==> src/include/tmac_pkg.sv <==
// Constants and types shared by the table multiply-accumulate unit
package tmac_pkg;

    // APB register byte offsets
    localparam logic [7:0] TMAC_OFF_CTRL = 8'h00;
    localparam logic [7:0] TMAC_OFF_TADDR = 8'h04;
    localparam logic [7:0] TMAC_OFF_DADDR = 8'h08;
    localparam logic [7:0] TMAC_OFF_PREF = 8'h0c;
    localparam logic [7:0] TMAC_OFF_STAT = 8'h10;
    localparam logic [7:0] TMAC_OFF_ACC = 8'h14;
    localparam logic [7:0] TMAC_OFF_PROD = 8'h18;
    localparam logic [7:0] TMAC_OFF_TREG = 8'h1c;
    localparam logic [7:0] TMAC_OFF_CSTK = 8'h20;

    // Control register field positions
    localparam int TMAC_CTRL_GO = 0;
    localparam int TMAC_CTRL_MOVE = 1;
    localparam int TMAC_CTRL_DIRECT = 2;
    localparam int TMAC_CTRL_STEP_LSB = 3;
    localparam int TMAC_CTRL_SHIFT_LSB = 5;
    localparam int TMAC_CTRL_SAT = 7;
    localparam int TMAC_CTRL_PCFG = 8;
    localparam int TMAC_CTRL_REP_LSB = 16;

    // Status register field positions
    localparam int TMAC_STAT_BUSY = 0;
    localparam int TMAC_STAT_CARRY = 1;
    localparam int TMAC_STAT_OV = 2;

    // Cycles spent before the first iteration
    localparam logic [1:0] TMAC_SETUP_RAM = 2'd2;
    localparam logic [1:0] TMAC_SETUP_OTHER = 2'd3;

    // Memory regions
    localparam logic [7:0] TMAC_BLK0_PAGE = 8'hff;
    localparam logic [15:0] TMAC_ROM_TOP = 16'h1000;
    localparam logic [15:0] TMAC_B2_LO = 16'h0060;
    localparam logic [15:0] TMAC_B2_HI = 16'h007f;
    localparam logic [15:0] TMAC_BLK0_LO = 16'h0200;
    localparam logic [15:0] TMAC_B1_HI = 16'h03ff;
    localparam logic [15:0] TMAC_B1_LO = 16'h0300;

    // Reset values and saturation limits
    localparam logic [15:0] TMAC_ADDR_RST = 16'h0000;
    localparam logic [31:0] TMAC_WORD_RST = 32'h00000000;
    localparam logic [31:0] TMAC_SAT_POS = 32'h7fffffff;
    localparam logic [31:0] TMAC_SAT_NEG = 32'h80000000;

    typedef enum logic [1:0] {
        TMAC_SHIFT_NONE, TMAC_SHIFT_L1, TMAC_SHIFT_L4, TMAC_SHIFT_R6
    } tmac_shift_t;

    typedef enum logic [1:0] {
        TMAC_STEP_NONE, TMAC_STEP_INC, TMAC_STEP_DEC, TMAC_STEP_RSV
    } tmac_step_t;

    typedef struct packed {
        logic [7:0] repCount;
        tmac_shift_t shiftMode;
        tmac_step_t step;
        logic progCfg;
        logic satMode;
        logic direct;
        logic move;
    } tmac_ctrl_t;

    localparam tmac_ctrl_t TMAC_CTRL_RST = '0;

    typedef enum logic [1:0] {TMAC_IDLE, TMAC_SETUP, TMAC_RUN} tmac_state_t;

endpackage

==> src/core/tmac_accum.sv <==
// Product shifter and saturating accumulator adder
`timescale 1ns/1ps
module tmac_accum import tmac_pkg::*; (
    input wire logic [31:0] acc,
    input wire logic [31:0] prod,
    input wire tmac_shift_t shiftMode,
    input wire logic satMode,
    output logic [31:0] sum,
    output logic carry,
    output logic ovf
);
    logic [31:0] shifted;
    logic [32:0] raw;

    always_comb begin
        case (shiftMode)
            TMAC_SHIFT_L1: shifted = {prod[30:0], 1'b0};
            TMAC_SHIFT_L4: shifted = {prod[27:0], 4'h0};
            TMAC_SHIFT_R6: shifted = {{6{prod[31]}}, prod[31:6]};
            default: shifted = prod;
        endcase
    end

    assign raw = {1'b0, acc} + {1'b0, shifted};
    assign carry = raw[32];
    assign ovf = (acc[31] == shifted[31]) && (raw[31] != acc[31]);

    always_comb begin
        if (ovf && satMode) begin
            sum = acc[31] ? TMAC_SAT_NEG : TMAC_SAT_POS;
        end else begin
            sum = raw[31:0];
        end
    end
endmodule

==> src/core/tmac_unit.sv <==
// Table multiply-accumulate unit with APB register access
//
// Design decisions made here: the placing of the registers and the APB interface to the registers.
`timescale 1ns/1ps

// Operation
// - Multiply data by table, accumulate shifted product
// - Move variant also shifts data word upward
// - Operands may come from any memory
// - Direct mode keeps data address fixed
// - Table address steps by one per repetition
// - Repeated iterations take one cycle each, 1+p each with an external table
// - No move for registers or external data
// - Move confined to on-chip blocks zero-two
// - RAM table: 3 single, 2+n repeated
// - ROM table: 4 single, 3+n repeated
// - External table: 4+p single, 3+n+np repeated
// - Move copies word to next higher address
// - Move runs across block zero-one boundary
module tmac_unit import tmac_pkg::*; (
    input wire logic mclk,
    input wire logic rst_n,
    input wire logic psel,
    input wire logic penable,
    input wire logic pwrite,
    input wire logic [7:0] paddr,
    input wire logic [31:0] pwdata,
    output logic [31:0] prdata,
    output logic pready,
    output logic pslverr,
    output logic [15:0] pmAddr,
    output logic pmRd,
    input wire logic [15:0] pmData,
    input wire logic pmReady,
    output logic [15:0] dmAddr,
    output logic dmRd,
    input wire logic [15:0] dmData,
    output logic dmWr,
    output logic [15:0] dmWrAddr,
    output logic [15:0] dmWrData,
    output logic busy
);
    tmac_state_t state_ff;
    tmac_ctrl_t ctrl_ff;
    tmac_ctrl_t nxt_ctrl;
    logic [15:0] taddr_ff;
    logic [15:0] daddr_ff;
    logic [15:0] prefetch_ff;
    logic [15:0] callStack_ff;
    logic [31:0] acc_ff;
    logic [31:0] prod_ff;
    logic [15:0] treg_ff;
    logic carry_ff;
    logic ov_ff;
    logic busy_ff;
    logic fetch_ff;
    logic tableExt_ff;
    logic [1:0] setupCnt_ff;
    logic [7:0] remain_ff;
    logic [31:0] prdata_ff;
    logic pready_ff;
    logic pslverr_ff;
    logic dmWr_ff;
    logic [15:0] dmWrAddr_ff;
    logic [15:0] dmWrData_ff;

    logic wrEn;
    logic rdPhase;
    logic go;
    logic tableRam;
    logic tableRom;
    logic iterate;
    logic lastIter;
    logic moveOk;
    logic inLowBlocks;
    logic inBlockTwo;
    logic [31:0] rdMux;
    logic mapped;
    logic [31:0] sum;
    logic addCarry;
    logic addOvf;
    logic [31:0] newProd;

    // A write lands on the completing access edge only
    assign wrEn = psel && penable && pready_ff && pwrite;
    assign rdPhase = psel && penable && !pready_ff;

    always_comb begin
        nxt_ctrl.move = pwdata[TMAC_CTRL_MOVE];
        nxt_ctrl.direct = pwdata[TMAC_CTRL_DIRECT];
        nxt_ctrl.step = tmac_step_t'(pwdata[TMAC_CTRL_STEP_LSB +: 2]);
        nxt_ctrl.shiftMode = tmac_shift_t'(pwdata[TMAC_CTRL_SHIFT_LSB +: 2]);
        nxt_ctrl.satMode = pwdata[TMAC_CTRL_SAT];
        nxt_ctrl.progCfg = pwdata[TMAC_CTRL_PCFG];
        nxt_ctrl.repCount = pwdata[TMAC_CTRL_REP_LSB +: 8];
    end

    // Start is taken only when idle; a second start is dropped
    assign go = wrEn && (paddr == TMAC_OFF_CTRL) && pwdata[TMAC_CTRL_GO]
        && (state_ff == TMAC_IDLE);

    // Table location picks the setup length
    assign tableRam = (taddr_ff[15:8] == TMAC_BLK0_PAGE) && nxt_ctrl.progCfg;
    assign tableRom = !tableRam && (taddr_ff < TMAC_ROM_TOP);

    // External table fetch stalls on wait states
    assign iterate = (state_ff == TMAC_RUN) && (!tableExt_ff || pmReady);
    assign lastIter = iterate && (remain_ff == 8'h00);

    // Blocks zero and one form one run; block zero only as data
    assign inLowBlocks = (daddr_ff >= TMAC_BLK0_LO)
        && (daddr_ff <= TMAC_B1_HI)
        && (!ctrl_ff.progCfg || (daddr_ff >= TMAC_B1_LO));
    assign inBlockTwo = (daddr_ff >= TMAC_B2_LO)
        && (daddr_ff <= TMAC_B2_HI);

    // Registers and external data: plain accumulate, no move
    assign moveOk = ctrl_ff.move && (inLowBlocks || inBlockTwo);

    // Product of the fresh multiplicand and the table word
    assign newProd = $signed(dmData) * $signed(pmData);

    tmac_accum u_accum (
        .acc(acc_ff),
        .prod(prod_ff),
        .shiftMode(ctrl_ff.shiftMode),
        .satMode(ctrl_ff.satMode),
        .sum(sum),
        .carry(addCarry),
        .ovf(addOvf)
    );

    always_comb begin
        mapped = 1'b1;
        rdMux = TMAC_WORD_RST;
        case (paddr)
            TMAC_OFF_CTRL: begin
                rdMux[TMAC_CTRL_MOVE] = ctrl_ff.move;
                rdMux[TMAC_CTRL_DIRECT] = ctrl_ff.direct;
                rdMux[TMAC_CTRL_STEP_LSB +: 2] = ctrl_ff.step;
                rdMux[TMAC_CTRL_SHIFT_LSB +: 2] = ctrl_ff.shiftMode;
                rdMux[TMAC_CTRL_SAT] = ctrl_ff.satMode;
                rdMux[TMAC_CTRL_PCFG] = ctrl_ff.progCfg;
                rdMux[TMAC_CTRL_REP_LSB +: 8] = ctrl_ff.repCount;
            end
            TMAC_OFF_TADDR: rdMux[15:0] = taddr_ff;
            TMAC_OFF_DADDR: rdMux[15:0] = daddr_ff;
            TMAC_OFF_PREF: rdMux[15:0] = prefetch_ff;
            TMAC_OFF_STAT: begin
                rdMux[TMAC_STAT_BUSY] = busy_ff;
                rdMux[TMAC_STAT_CARRY] = carry_ff;
                rdMux[TMAC_STAT_OV] = ov_ff;
            end
            TMAC_OFF_ACC: rdMux = acc_ff;
            TMAC_OFF_PROD: rdMux = prod_ff;
            TMAC_OFF_TREG: rdMux[15:0] = treg_ff;
            TMAC_OFF_CSTK: rdMux[15:0] = callStack_ff;
            default: mapped = 1'b0;
        endcase
    end

    // APB answer: one extra access cycle, then pready for one cycle
    always_ff @(posedge mclk or negedge rst_n) begin
        if (!rst_n) begin
            pready_ff <= 1'b0;
            prdata_ff <= TMAC_WORD_RST;
            pslverr_ff <= 1'b0;
        end else begin
            pready_ff <= rdPhase;
            if (rdPhase) begin
                prdata_ff <= pwrite ? TMAC_WORD_RST : rdMux;
                pslverr_ff <= !mapped;
            end else begin
                prdata_ff <= TMAC_WORD_RST;
                pslverr_ff <= 1'b0;
            end
        end
    end

    // Configuration and table address, frozen while busy
    always_ff @(posedge mclk or negedge rst_n) begin
        if (!rst_n) begin
            ctrl_ff <= TMAC_CTRL_RST;
            taddr_ff <= TMAC_ADDR_RST;
        end else if (wrEn && (state_ff == TMAC_IDLE)) begin
            if (paddr == TMAC_OFF_CTRL) begin
                ctrl_ff <= nxt_ctrl;
            end
            if (paddr == TMAC_OFF_TADDR) begin
                taddr_ff <= pwdata[15:0];
            end
        end
    end

    // Sequencer
    always_ff @(posedge mclk or negedge rst_n) begin
        if (!rst_n) begin
            state_ff <= TMAC_IDLE;
            setupCnt_ff <= 2'd0;
            remain_ff <= 8'h00;
            tableExt_ff <= 1'b0;
            busy_ff <= 1'b0;
            fetch_ff <= 1'b0;
        end else begin
            case (state_ff)
                TMAC_IDLE: begin
                    if (go) begin
                        state_ff <= TMAC_SETUP;
                        busy_ff <= 1'b1;
                        remain_ff <= nxt_ctrl.repCount;
                        // Table class is fixed at the start edge
                        tableExt_ff <= !tableRam && !tableRom;
                        if (tableRam) begin
                            setupCnt_ff <= TMAC_SETUP_RAM - 2'd1;
                        end else begin
                            setupCnt_ff <= TMAC_SETUP_OTHER
                                - 2'd1;
                        end
                    end
                end
                TMAC_SETUP: begin
                    if (setupCnt_ff == 2'd0) begin
                        state_ff <= TMAC_RUN;
                        fetch_ff <= 1'b1;
                    end else begin
                        setupCnt_ff <= setupCnt_ff - 2'd1;
                    end
                end
                TMAC_RUN: begin
                    // One cycle per iteration once running; an external table adds its wait states
                    if (lastIter) begin
                        state_ff <= TMAC_IDLE;
                        busy_ff <= 1'b0;
                        fetch_ff <= 1'b0;
                    end else if (iterate) begin
                        remain_ff <= remain_ff - 8'h01;
                    end
                end
                default: begin
                    state_ff <= TMAC_IDLE;
                    busy_ff <= 1'b0;
                    fetch_ff <= 1'b0;
                end
            endcase
        end
    end

    // Prefetch counter and microcall stack
    always_ff @(posedge mclk or negedge rst_n) begin
        if (!rst_n) begin
            prefetch_ff <= TMAC_ADDR_RST;
            callStack_ff <= TMAC_ADDR_RST;
        end else if (go) begin
            callStack_ff <= prefetch_ff;
            prefetch_ff <= taddr_ff;
        end else if (lastIter) begin
            prefetch_ff <= callStack_ff;
        end else if (iterate) begin
            prefetch_ff <= prefetch_ff + 16'h0001;
        end else if (wrEn && (paddr == TMAC_OFF_PREF)
            && (state_ff == TMAC_IDLE)) begin
            prefetch_ff <= pwdata[15:0];
        end
    end

    // Data address: fixed in direct mode, stepped per the step field when indirect
    always_ff @(posedge mclk or negedge rst_n) begin
        if (!rst_n) begin
            daddr_ff <= TMAC_ADDR_RST;
        end else if (iterate && !lastIter && !ctrl_ff.direct) begin
            case (ctrl_ff.step)
                TMAC_STEP_INC: daddr_ff <= daddr_ff + 16'h0001;
                TMAC_STEP_DEC: daddr_ff <= daddr_ff - 16'h0001;
                default: daddr_ff <= daddr_ff;
            endcase
        end else if (wrEn && (paddr == TMAC_OFF_DADDR)
            && (state_ff == TMAC_IDLE)) begin
            daddr_ff <= pwdata[15:0];
        end
    end

    // Accumulator, product and multiplicand
    always_ff @(posedge mclk or negedge rst_n) begin
        if (!rst_n) begin
            acc_ff <= TMAC_WORD_RST;
            prod_ff <= TMAC_WORD_RST;
            treg_ff <= TMAC_ADDR_RST;
            carry_ff <= 1'b0;
        end else if (iterate) begin
            acc_ff <= sum;
            carry_ff <= addCarry;
            treg_ff <= dmData;
            prod_ff <= newProd;
        end else if (wrEn && (paddr == TMAC_OFF_ACC)
            && (state_ff == TMAC_IDLE)) begin
            acc_ff <= pwdata;
        end
    end

    // Sticky overflow; a new overflow beats a clear
    always_ff @(posedge mclk or negedge rst_n) begin
        if (!rst_n) begin
            ov_ff <= 1'b0;
        end else if (iterate && addOvf) begin
            ov_ff <= 1'b1;
        end else if (wrEn && (paddr == TMAC_OFF_STAT)
            && pwdata[TMAC_STAT_OV]) begin
            ov_ff <= 1'b0;
        end
    end

    // Data move writes the read word one address higher
    always_ff @(posedge mclk or negedge rst_n) begin
        if (!rst_n) begin
            dmWr_ff <= 1'b0;
            dmWrAddr_ff <= TMAC_ADDR_RST;
            dmWrData_ff <= TMAC_ADDR_RST;
        end else begin
            dmWr_ff <= iterate && moveOk;
            if (iterate && moveOk) begin
                dmWrAddr_ff <= daddr_ff + 16'h0001;
                dmWrData_ff <= dmData;
            end
        end
    end

    // Every output comes straight from its flop
    assign prdata = prdata_ff;
    assign pready = pready_ff;
    assign pslverr = pslverr_ff;
    assign pmAddr = prefetch_ff;
    assign pmRd = fetch_ff;
    assign dmAddr = daddr_ff;
    assign dmRd = fetch_ff;
    assign dmWr = dmWr_ff;
    assign dmWrAddr = dmWrAddr_ff;
    assign dmWrData = dmWrData_ff;
    assign busy = busy_ff;
endmodule

==> config.mk <==
export PLATFORM = sky130hd
export DESIGN_NAME = tmac_unit
export DESIGN_NICKNAME = d
export VERILOG_FILES = /design/src/include/tmac_pkg.sv /design/src/core/tmac_accum.sv /design/src/core/tmac_unit.sv
export SDC_FILE = /design/constraint.sdc
export NUM_CORES = 1
export LEC_CHECK = 0
export ABC_CLOCK_PERIOD_IN_PS = 10400
export BUFFER_PORTS_ARGS = -buffer_cell sky130_fd_sc_hd__buf_2
export CAP_MARGIN = 10
export CORE_MARGIN = 2
export CORE_UTILIZATION = 65
export CTS_BUF_LIST = sky130_fd_sc_hd__clkbuf_16
export CTS_CLUSTER_DIAMETER = 150
export DETAILED_ROUTE_END_ITERATION = 8
export PLACE_DENSITY_LB_ADDON = 0.05
export SETUP_SLACK_MARGIN = 0.05
export SYNTH_ARGS = -nofsm -noshare
export SYNTH_HDL_FRONTEND = slang
export SYNTH_HIERARCHICAL = 1
export SYNTH_SLANG_ARGS = --single-unit
==> constraint.sdc <==
create_clock -name mclk -period 10.4 [get_ports mclk]
set_clock_uncertainty 0.1 [all_clocks]
set_input_delay 0 -clock mclk [delete_from_list [all_inputs] [get_ports mclk]]
set_output_delay 0 -clock mclk [all_outputs]
set_load 0.02 [all_outputs]
# == Word level (Yosys, flattened, before mapping) ==
# Index checks and enable logic that the tools add are counted.
# totals
wordCells,171
inputBits,78
register_bits,244
# classes
n_lt_le_gt_ge,6
eq_ne,25
bitwise_logic,2
reduce_logical,62
add_sub_neg,6
mux,41
multipliers,1
# ops
operator,count
two-way mux 32 bit,6
two-way mux 16 bit,6
one-hot mux 32 bit (3 select lines),1
one-hot mux 7 bit (7 select lines),1
one-hot mux 6 bit (8 select lines),1
adder 32 x 32 -> 33 bit,1
adder 16 x 1 -> 16 bit (second input constant),2
equality test 8 x 5 -> 1 bit (second input constant),4
>= comparator 16 x 10 -> 1 bit (second input constant),2
multiplier 16 x 16 -> 32 bit,1
one-hot mux 16 bit (2 select lines),1
one-hot mux 8 bit (2 select lines),2
logical AND 1 bit,31
two-way mux 8 bit,3
one-hot mux 8 bit (3 select lines),1
one-hot mux 2 bit (9 select lines),1
equality test 8 x 4 -> 1 bit (second input constant),2
>= comparator 16 x 7 -> 1 bit (second input constant),1
<= comparator 16 x 10 -> 1 bit (second input constant),1
<= comparator 16 x 7 -> 1 bit (second input constant),1
logical NOT 8 bit,2
less-than comparator 16 x 13 -> 1 bit (second input constant),1
subtractor 16 x 1 -> 16 bit (second input constant),1
two-way mux 2 bit,6
other kinds (26),64

# == Depth between registers and ports, before layout ==
# Gate-level depths: netlist (run 1).
# depth
word_depth,9
depth_mapped,23

# == By module ==
# Netlist (run 1), hierarchy kept.
# by_module_without_submodules
module,area_per_inst_um2,n_inst,cells_each
tmac_unit,21551.9,1,2300
tmac_accum,2681.3,1,332

# == Worst setup path before layout (run 1) ==
# OpenSTA, ideal clock, no wires.
# synth_timing
path_type,input to register
start,input port dmData[15]
end,register prod_ff[31]
n_path_buf,2
cell_stages,21
t_required_ps,10165
setup_slack_ps,4566
t_arrival_ps,5599
setup_ps,135
cell_sequence,clkbuf_1 > clkbuf_1 > nand2_1 > fa_1 > inv_1 > fa_1 > fa_1 > fa_1 > fa_1 > inv_1 > fa_1 > inv_1 > ha_1 > a21o_1 > o21a_1 > a311oi_1 > o21ai_0 > a211oi_1 > o31ai_1 > xnor2_1 > o21ai_0
# synth_via
elab_chain_cells,1
# synth_rtl
item,line,source
from (decl),tmac_unit.sv:37,"input wire logic [15:0] dmData,"
multiplier 16 x 16 -> 32 bit,tmac_unit.sv:121,assign newProd = $signed(dmData) * $signed(pmData);
to (signal assigned),tmac_unit.sv:293,prod_ff <= newProd;
to (decl),tmac_unit.sv:51,logic [31:0] prod_ff;
# Every way passes these cells.
# A chain may end at the register's enable or synchronous reset.

# == Final worst setup path (run 1) ==
# Ends and elaborated chain as after synthesis.

==> reports/results.tsv, run 1 <==
stage	metric	value	unit
clock_tree	clock_path_buffers	3	
grt	grt_overflow	0	
clock_tree	cts_made_buffers	27	
detailed_routing	ant_nets	0	
floorplan	fp-row-count	70	
final_layout	seq_area	6110	um^2
floorplan	coreArea	36700	um^2
clock_tree	cts-htree-levels	1	
final_layout	layout-area-overhead-vs-synth	10.3	%
placed_design	dp_slack	4100	ps
logic_synthesis	synthTopCellsByArea	dfrtp_1, fa_1, ha_1, nand2_1, inv_1	
timing	setup_ws	4060	ps
worst_setup_path	worstPathArrival	6700	ps
worst_setup_path	cp_common_cell	fa_1	
logic_synthesis	postSynthCellCount	2632	
final_layout	antenna_cells	0	
outcome	outcome	finished clean	
timing	finalSetupViolCount	0	
timing	worstMarginPinSlew	1110	ps
worst_setup_path	crit_slowest_cell	fa_1	
clock_tree	clkTransAtPathRegs	60	ps
logic_synthesis	synth_commonest_cells	nand2_1, inv_1, fa_1, dfrtp_1, o21ai_0	
detailed_routing	drc	0	
floorplan	ioPinCount	180	
worst_setup_path	critPathMaxStageDelay	890	ps
logic_synthesis	synth-async-reset-ratio	100	%
timing	tns	0	ps
detailed_routing	dr.max_layer_used	met4	
grt	grt_max_degree	112	
worst_setup_path	critical_path_peak_fanout	18	
logic_synthesis	yosysTopAreaCellShare	25.2	%
logic_synthesis	synth-edff-count	0	
worst_setup_path	regToRegSetupSlack	5430	ps
timing	finalHoldViolCount	0	
worst_setup_path	worstSetupEndpointType	flip-flop	
timing	period_needed	6340	ps
floorplan	dieWidth	197	um
logic_synthesis	yosysWarnings	6	
grt	grt_usage	36.2	%
final_layout	stdcell_count	3274	
grt	antenna_found_initial	0	
logic_synthesis	yosys.area.top_type	dfrtp_1	
placed_design	gp_congestion	0.964	
placed_design	place_inst	3163	
floorplan	initial_utilization	66.0	%
hold_path	hold_class	input port to flip-flop	
timing	rsz0062_at_grt	false	
final_layout	multi_input_area	16300	um^2
detailed_routing	drt-total-wl	69000	um
power_and_ir_drop	power_density	271	nW/um^2
logic_synthesis	synthFlopType	dfrtp_1	
job	cap_violations	0	
detailed_routing	wl_per_cell	21.1	um
logic_synthesis	ys_seq_area_share	25.2	%
timing	finalCritPeriodShare	61.0	%
timing	slew_viol_final	0	
clock_tree	clk_latency	580	ps
clock_tree	post-cts-setup-buffers	0	
clock_tree	holdBufCountCts	61	
logic_synthesis	syn_area_per_cell	9.21	um^2
worst_setup_path	crit_type	input port to flip-flop	
detailed_routing	viasPerCell	6.22	
floorplan	dieArea	38800	um^2
logic_synthesis	synth.distinct_cells	87	
timing	fmax	0.158	GHz
detailed_routing	dr_wl_met3	6100	um
worst_setup_path	cp.required	10760	ps
detailed_routing	met2_length	32100	um
clock_tree	root_buffer	clkbuf_16	
power_and_ir_drop	max-vdd-ir-drop	0.407	mV
detailed_routing	firstDrtPassIters	9	
worst_setup_path	cp-start-kind	input port	
power_and_ir_drop	power_leakage	13.4	nW
clock_tree	cts_resized	0	
final_layout	nets	3247	
grt	grt_pass1_vias	20296	
logic_synthesis	syn_nets	3093	
placed_design	hpwl	51500	um
detailed_routing	vias	20352	
clock_tree	cts.sinks	244	
worst_setup_path	path_cells	dlygate4sd3_1 > buf_2 > nand2_1 > inv_1 > fa_1 > fa_1 > fa_1 > fa_1 > fa_1 > inv_1 > fa_1 > inv_1 > ha_1 > a21o_1 > o21a_1 > a311oi_1 > o21ai_0 > a211oi_1 > o31ai_1 > xnor2_1 > o21ai_0	
placed_design	port_buffers	179	
floorplan	die_h	197	um
final_layout	fill_cells	2771	
detailed_routing	wl_met1	28300	um
logic_synthesis	ys_ff_latch	244	
detailed_routing	drt_iter0_markers	2155	
timing	slew_headroom	25.6	%
final_layout	drive_gt1_share	12.9	%
logic_synthesis	synth.cell_area	24200	um^2
grt	grt_pass1_wl	111000	um
logic_synthesis	synth_most_common_cell	nand2_1	
clock_tree	tritoncts	yes	
final_layout	final_util	72.8	%
[per-layer routing]
layer	global-route usage [%]	vias up
li1	-	9084
met2	58.1	1060
met4	11.9	0
met1	51.4	10039
met3	5.07	169
met5	0	-
[stage by stage]
step / hold slack [ps] / instance area [um^2] / total power, mW
finish: 35.1 / 26700 / 7.24
global route: 75.8 / 26700 / 8.05
CTS: 14.1 / 26700 / 7.23
detailed placement: 16.4 / 25300 / 6.25
global placement: 4.16 / 25300 / 6.04
floorplan: -396 / 24200 / 5.14
[layout by cell type (no fill, tap or decap), types with 48 or more instances in the layout]
master | synthesis | final
and2_1 | 118 | 118
o21ai_0 | 157 | 157
nand2_1 | 390 | 389
inv_1 | 330 | 336
dfrtp_1 | 244 | 243
nor2_1 | 155 | 154
dlygate4sd3_1 | 0 | 61
xnor2_1 | 48 | 48
ha_1 | 120 | 120
fa_1 | 263 | 263
buf_2 | 9 | 179
mux2_2 | 51 | 51
a21oi_1 | 102 | 102
[final timing paths]
path                            startpoint           end  depth (start not counted)
min in group asynchronous            rst_n  remain_ff[2]                          3
worst max-delay path            dmData[15]   prod_ff[31]                         21
max in group asynchronous            rst_n    ctrl_ff[6]                          4
worst min-delay path                  psel    prdata[25]                          4
worst min register to register  treg_ff[1]    treg_ff[1]                          2
worst max register to register  ctrl_ff[6]     acc_ff[7]                         14
[logic make-up after synthesis]
group | Yosys count | share of synthesized area (%)
buf+inv | 468 | 7.86
simple gates | 813 | 15.4
xor+xnor | 82 | 2.96
flops | 244 | 25.2
fa+ha+maj | 383 | 27.9
mux | 115 | 6.41
compound gates | 527 | 14.2
[cell type report]
class,count,area share (%)
Clock buffer,27,2.53
Timing Repair Buffer,262,6.28
Clock inverter,22,0.627
Tap cell,468,2.19
Sequential cell,244,22.8
Inverter,331,4.65
Multi-Input combinational cell,1920,60.9
[power by group]
part	internal, mW	switching, mW	total (mW)
clock	0.523	0.413	0.936
combinational	2.24	3.08	5.32
sequential	0.960	0.0234	0.983
total	3.72	3.52	7.24
[worst max-delay path, delay by kind of cell]
| kind | cells | cell delay, ps |
|---|---|---|
| simple gates | 1 | 150 |
| xor+xnor | 1 | 130 |
| fa+ha+maj | 7 | 3770 |
| compound gates | 7 | 1580 |
| buf+inv | 5 | 1070 |
[flip-flops by register name, indices dropped and copies added (netlist names)]
register,cells
acc_ff,32
busy,1
callStack_ff,16
carry_ff,1
ctrl_ff,16
dmAddr,16
dmRd,1
dmWr,1
dmWrAddr,16
dmWrData,16
ov_ff,1
pmAddr,16
prdata,32
pready,1
prod_ff,32
pslverr,1
remain_ff,8
setupCnt_ff,2
state_ff,2
tableExt_ff,1
taddr_ff,16
treg_ff,16
No activity file was read; power rests on OpenSTA's default activity.
==> run 2, diff against run 1 <==
ABC_AREA = 1   (was default)
ABC_CLOCK_PERIOD_IN_PS = 5400   (was 10400)
CORE_UTILIZATION = 57   (was 65)
clock period = 5.4 ns   (was 10.4 ns; I/O delays follow)
==> run 2 against run 1 <==
Against the previous run: the run now ends with negative hold slack left; count of clock-buffer cells in the layout is 3 higher; combinational power grew to 3.1 times the previous value; worst setup slack worse by 3800 ps; largest cell class unchanged; largest power group unchanged.
==> reports/results.tsv, run 2 <==
stage	metric	value	unit	change
detailed_routing	drt_iter0_markers	2395		+11%
logic_synthesis	synth.distinct_cells	54		-38%
clock_tree	post-cts-setup-buffers	0		unchanged
power_and_ir_drop	p_clk_share	9.9	%	-3.0 points
clock_tree	cts_made_buffers	30		+11%
detailed_routing	firstDrtPassIters	6		-3
final_layout	nets	4426		+36%
hold_path	hold_class	input port to flip-flop		
logic_synthesis	syn_area_per_cell	7.08	um^2	-23%
logic_synthesis	synthFlopType	dfrtp_1		
worst_setup_path	cp.depth	22		+4.8%
timing	tns	0	ps	unchanged
floorplan	dieArea	47800	um^2	+23%
floorplan	ioPinCount	180		unchanged
placed_design	port_buffers	179		unchanged
detailed_routing	drc	0		unchanged
power_and_ir_drop	switching_share	52.2	%	+3.7 points
grt	grt_pass1_wl	139000	um	+26%
outcome	violations	negative hold slack		
timing	hold_slack	-29.2	ps	-64.2 ps
clock_tree	clk_latency	620	ps	+40 ps
clock_tree	cts-htree-levels	1		unchanged
final_layout	seq_area	6110	um^2	about the same
power_and_ir_drop	switchingPower	10.7	mW	+200%
clock_tree	tritoncts	yes		
grt	grt_usage	37.6	%	+1.4 points
worst_setup_path	worstSetupEndpointType	flip-flop		
logic_synthesis	synth-async-reset-ratio	100	%	unchanged
detailed_routing	wl_per_cell	19.6	um	-7.0%
timing	finalHoldViolCount	2		+2
logic_synthesis	ys_seq_area_share	23.2	%	-2.0 points
final_layout	final_area	30100	um^2	+13%
logic_synthesis	yosys.area.top_type	dfrtp_1		
timing	rsz0062_at_grt	true		
power_and_ir_drop	p_total	20.4	mW	+180%
logic_synthesis	ys_ff_latch	244		unchanged
worst_setup_path	worstPathArrival	5550	ps	-1150 ps
clock_tree	clkTransAtPathRegs	60	ps	about the same
logic_synthesis	syn_nets	4174		+35%
floorplan	fp-row-count	78		+11%
placed_design	gp_congestion	1.01		+4.6%
timing	setup_ws	229	ps	-3830 ps
final_layout	layout-area-overhead-vs-synth	14.7	%	
grt	antenna_found_initial	1		+1
floorplan	initial_utilization	57.8	%	-8.2 points
detailed_routing	drt-total-wl	90000	um	+30%
final_layout	fill_cells	4032		+46%
grt	grt_max_degree	160		+43%
final_layout	drive_gt1_share	11.0	%	-1.9 points
outcome	outcome	finished, violations left		
logic_synthesis	synth_commonest_cells	nand2_1, inv_1, fa_1, dfrtp_1, nor2_1		
grt	grt_overflow	0		unchanged
logic_synthesis	yosysWarnings	6		unchanged
floorplan	coreArea	45500	um^2	+24%
timing	slew_viol_final	0		unchanged
placed_design	place_area	28300	um^2	+12%
detailed_routing	ant_nets	0		unchanged
worst_setup_path	cp.required	5780	ps	-4980 ps
timing	fmax	0.193	GHz	
power_and_ir_drop	internal_power	9.76	mW	+160%
worst_setup_path	worst-path-buf-inv	7		+2
detailed_routing	vias	25856		+27%
final_layout	final_common_cell	nand2_1		
worst_setup_path	critPathMaxStageDelay	550	ps	-340 ps
worst_setup_path	path_cells	dlygate4sd3_1 > buf_2 > buf_12 > nand2_1 > inv_1 > fa_1 > inv_1 > fa_1 > fa_1 > fa_1 > inv_1 > fa_1 > fa_1 > ha_2 > nand2_2 > inv_1 > a21oi_2 > o21ai_0 > a21oi_1 > or2_2 > nand3_1 > nand2_1		
power_and_ir_drop	power_density	678	nW/um^2	+150%
worst_setup_path	cp-start-kind	input port		
clock_tree	cts.sinks	244		unchanged
timing	finalCritPeriodShare	95.8	%	
power_and_ir_drop	power_leakage	17.1	nW	+27%
worst_setup_path	crit_slowest_cell	fa_1		
timing	worstMarginPinSlew	1100	ps	-15.0 ps
final_layout	final_cell_mix	nand2_1, inv_1, fa_1		
final_layout	multi_input_area	16800	um^2	+3.2%
worst_setup_path	reg2reg_depth	17		+3
power_and_ir_drop	pwr-share-comb	80.6	%	+7.1 points
logic_synthesis	synth_most_common_cell	nand2_1		
grt	grt_pass1_vias	25649		+26%
clock_tree	clock_path_buffers	3		unchanged
job	cap_violations	0		unchanged
timing	finalSetupViolCount	0		unchanged
logic_synthesis	synthTopCellsByArea	dfrtp_1, fa_1, nand2_1, inv_1, ha_1		
worst_setup_path	critical_path_peak_fanout	9		-9
hold_path	min_path_cells	4		unchanged
power_and_ir_drop	max-vdd-ir-drop	0.808	mV	+98%
floorplan	dieWidth	219	um	+11%
placed_design	hpwl	71100	um	+38%
placed_design	dp_slack	-121	ps	-4220 ps
logic_synthesis	yosysTopAreaCellShare	23.2	%	-2.0 points
detailed_routing	viasPerCell	5.63		-9.4%
logic_synthesis	postSynthCellCount	3713		+41%
power_and_ir_drop	p_seq_share	9.5	%	-4.1 points
logic_synthesis	synth-edff-count	0		unchanged
worst_setup_path	cp_top_family	adder cells		
worst_setup_path	cp_common_cell	fa_1		
floorplan	die_h	219	um	+11%
timing	period_needed	5170	ps	
timing	slew_headroom	26.3	%	+0.70 points
clock_tree	root_buffer	clkbuf_16		
worst_setup_path	crit_type	input port to flip-flop		
logic_synthesis	synth.cell_area	26300	um^2	+8.5%
run 2: layer usage:
metal	routed length (um)	track usage [%]	vias up
met5	13	0	-
met4	5100	18.7	2
met3	7850	5.80	339
met2	41400	62.1	1320
met1	35600	48.3	12331
li1	-	-	11864
run 2: power by group through the flow:
stage                     logic (mW)  registers [mW]  clock network, mW
after global placement          15.4            1.97                  0
final                           16.5            1.94               2.03
after floorplan                 9.92            1.94                  0
after detailed placement        15.6            1.97                  0
after CTS                       15.7            1.93               2.03
after global routing            18.5            1.94               2.11
run 2: stage by stage:
step                      cells  util (%)
after floorplan            3713         -
after global placement     4466      62.3
after detailed placement   4466      62.3
after CTS                  4590      65.9
after global routing       4589      66.3
final                      4590      66.3
run 2: final timing paths:
kind,startpoint,to,slack [ps]
min in group asynchronous,rst_n,remain_ff[6],470
setup reg to reg,ctrl_ff[7],acc_ff[23],640
max in group asynchronous,rst_n,acc_ff[4],3900
hold reg to reg,pready,pready,350
hold / removal,dmData[12],dmWrData[12],-30
setup / recovery,dmData[7],prod_ff[17],230
run 2: kinds of logic (layout without fill, tap and decap cells):
kind of cell	after synthesis	in the layout	share of synthesized area, %
adder cells (fa/ha/maj)	383	383	25.7
buffers and inverters	919	1195	13.5
XOR/XNOR	50	50	1.67
flip-flops	244	244	23.2
AO/OA/AOI/OAI	473	473	10.4
other	0	1	0
AND/OR/NAND/NOR	1644	1644	25.5
run 2: tightest hold or removal path: stages:
cell and delay, ps:
buf_2 220, buf_4 200, inv_1 120, o21ai_1 90
run 2: repair_timing:
| action | in CTS | in global routing |
|---|---|---|
| hold buffers | 68 | 0 |
| resized for setup | 0 | 48 |
| setup endpoints to repair | 0 | 19 |
| hold endpoints to repair | 250 | 0 |
run 2: cell type report:
class,instances,share of cell area [%]
inverter,771,9.61
antenna,1,0.00830
clock buffer,30,2.49
timing repair buffer,368,8.65
tap,600,2.49
clock inverter,26,0.747
sequential,244,20.3
multi-input combinational,2550,55.7
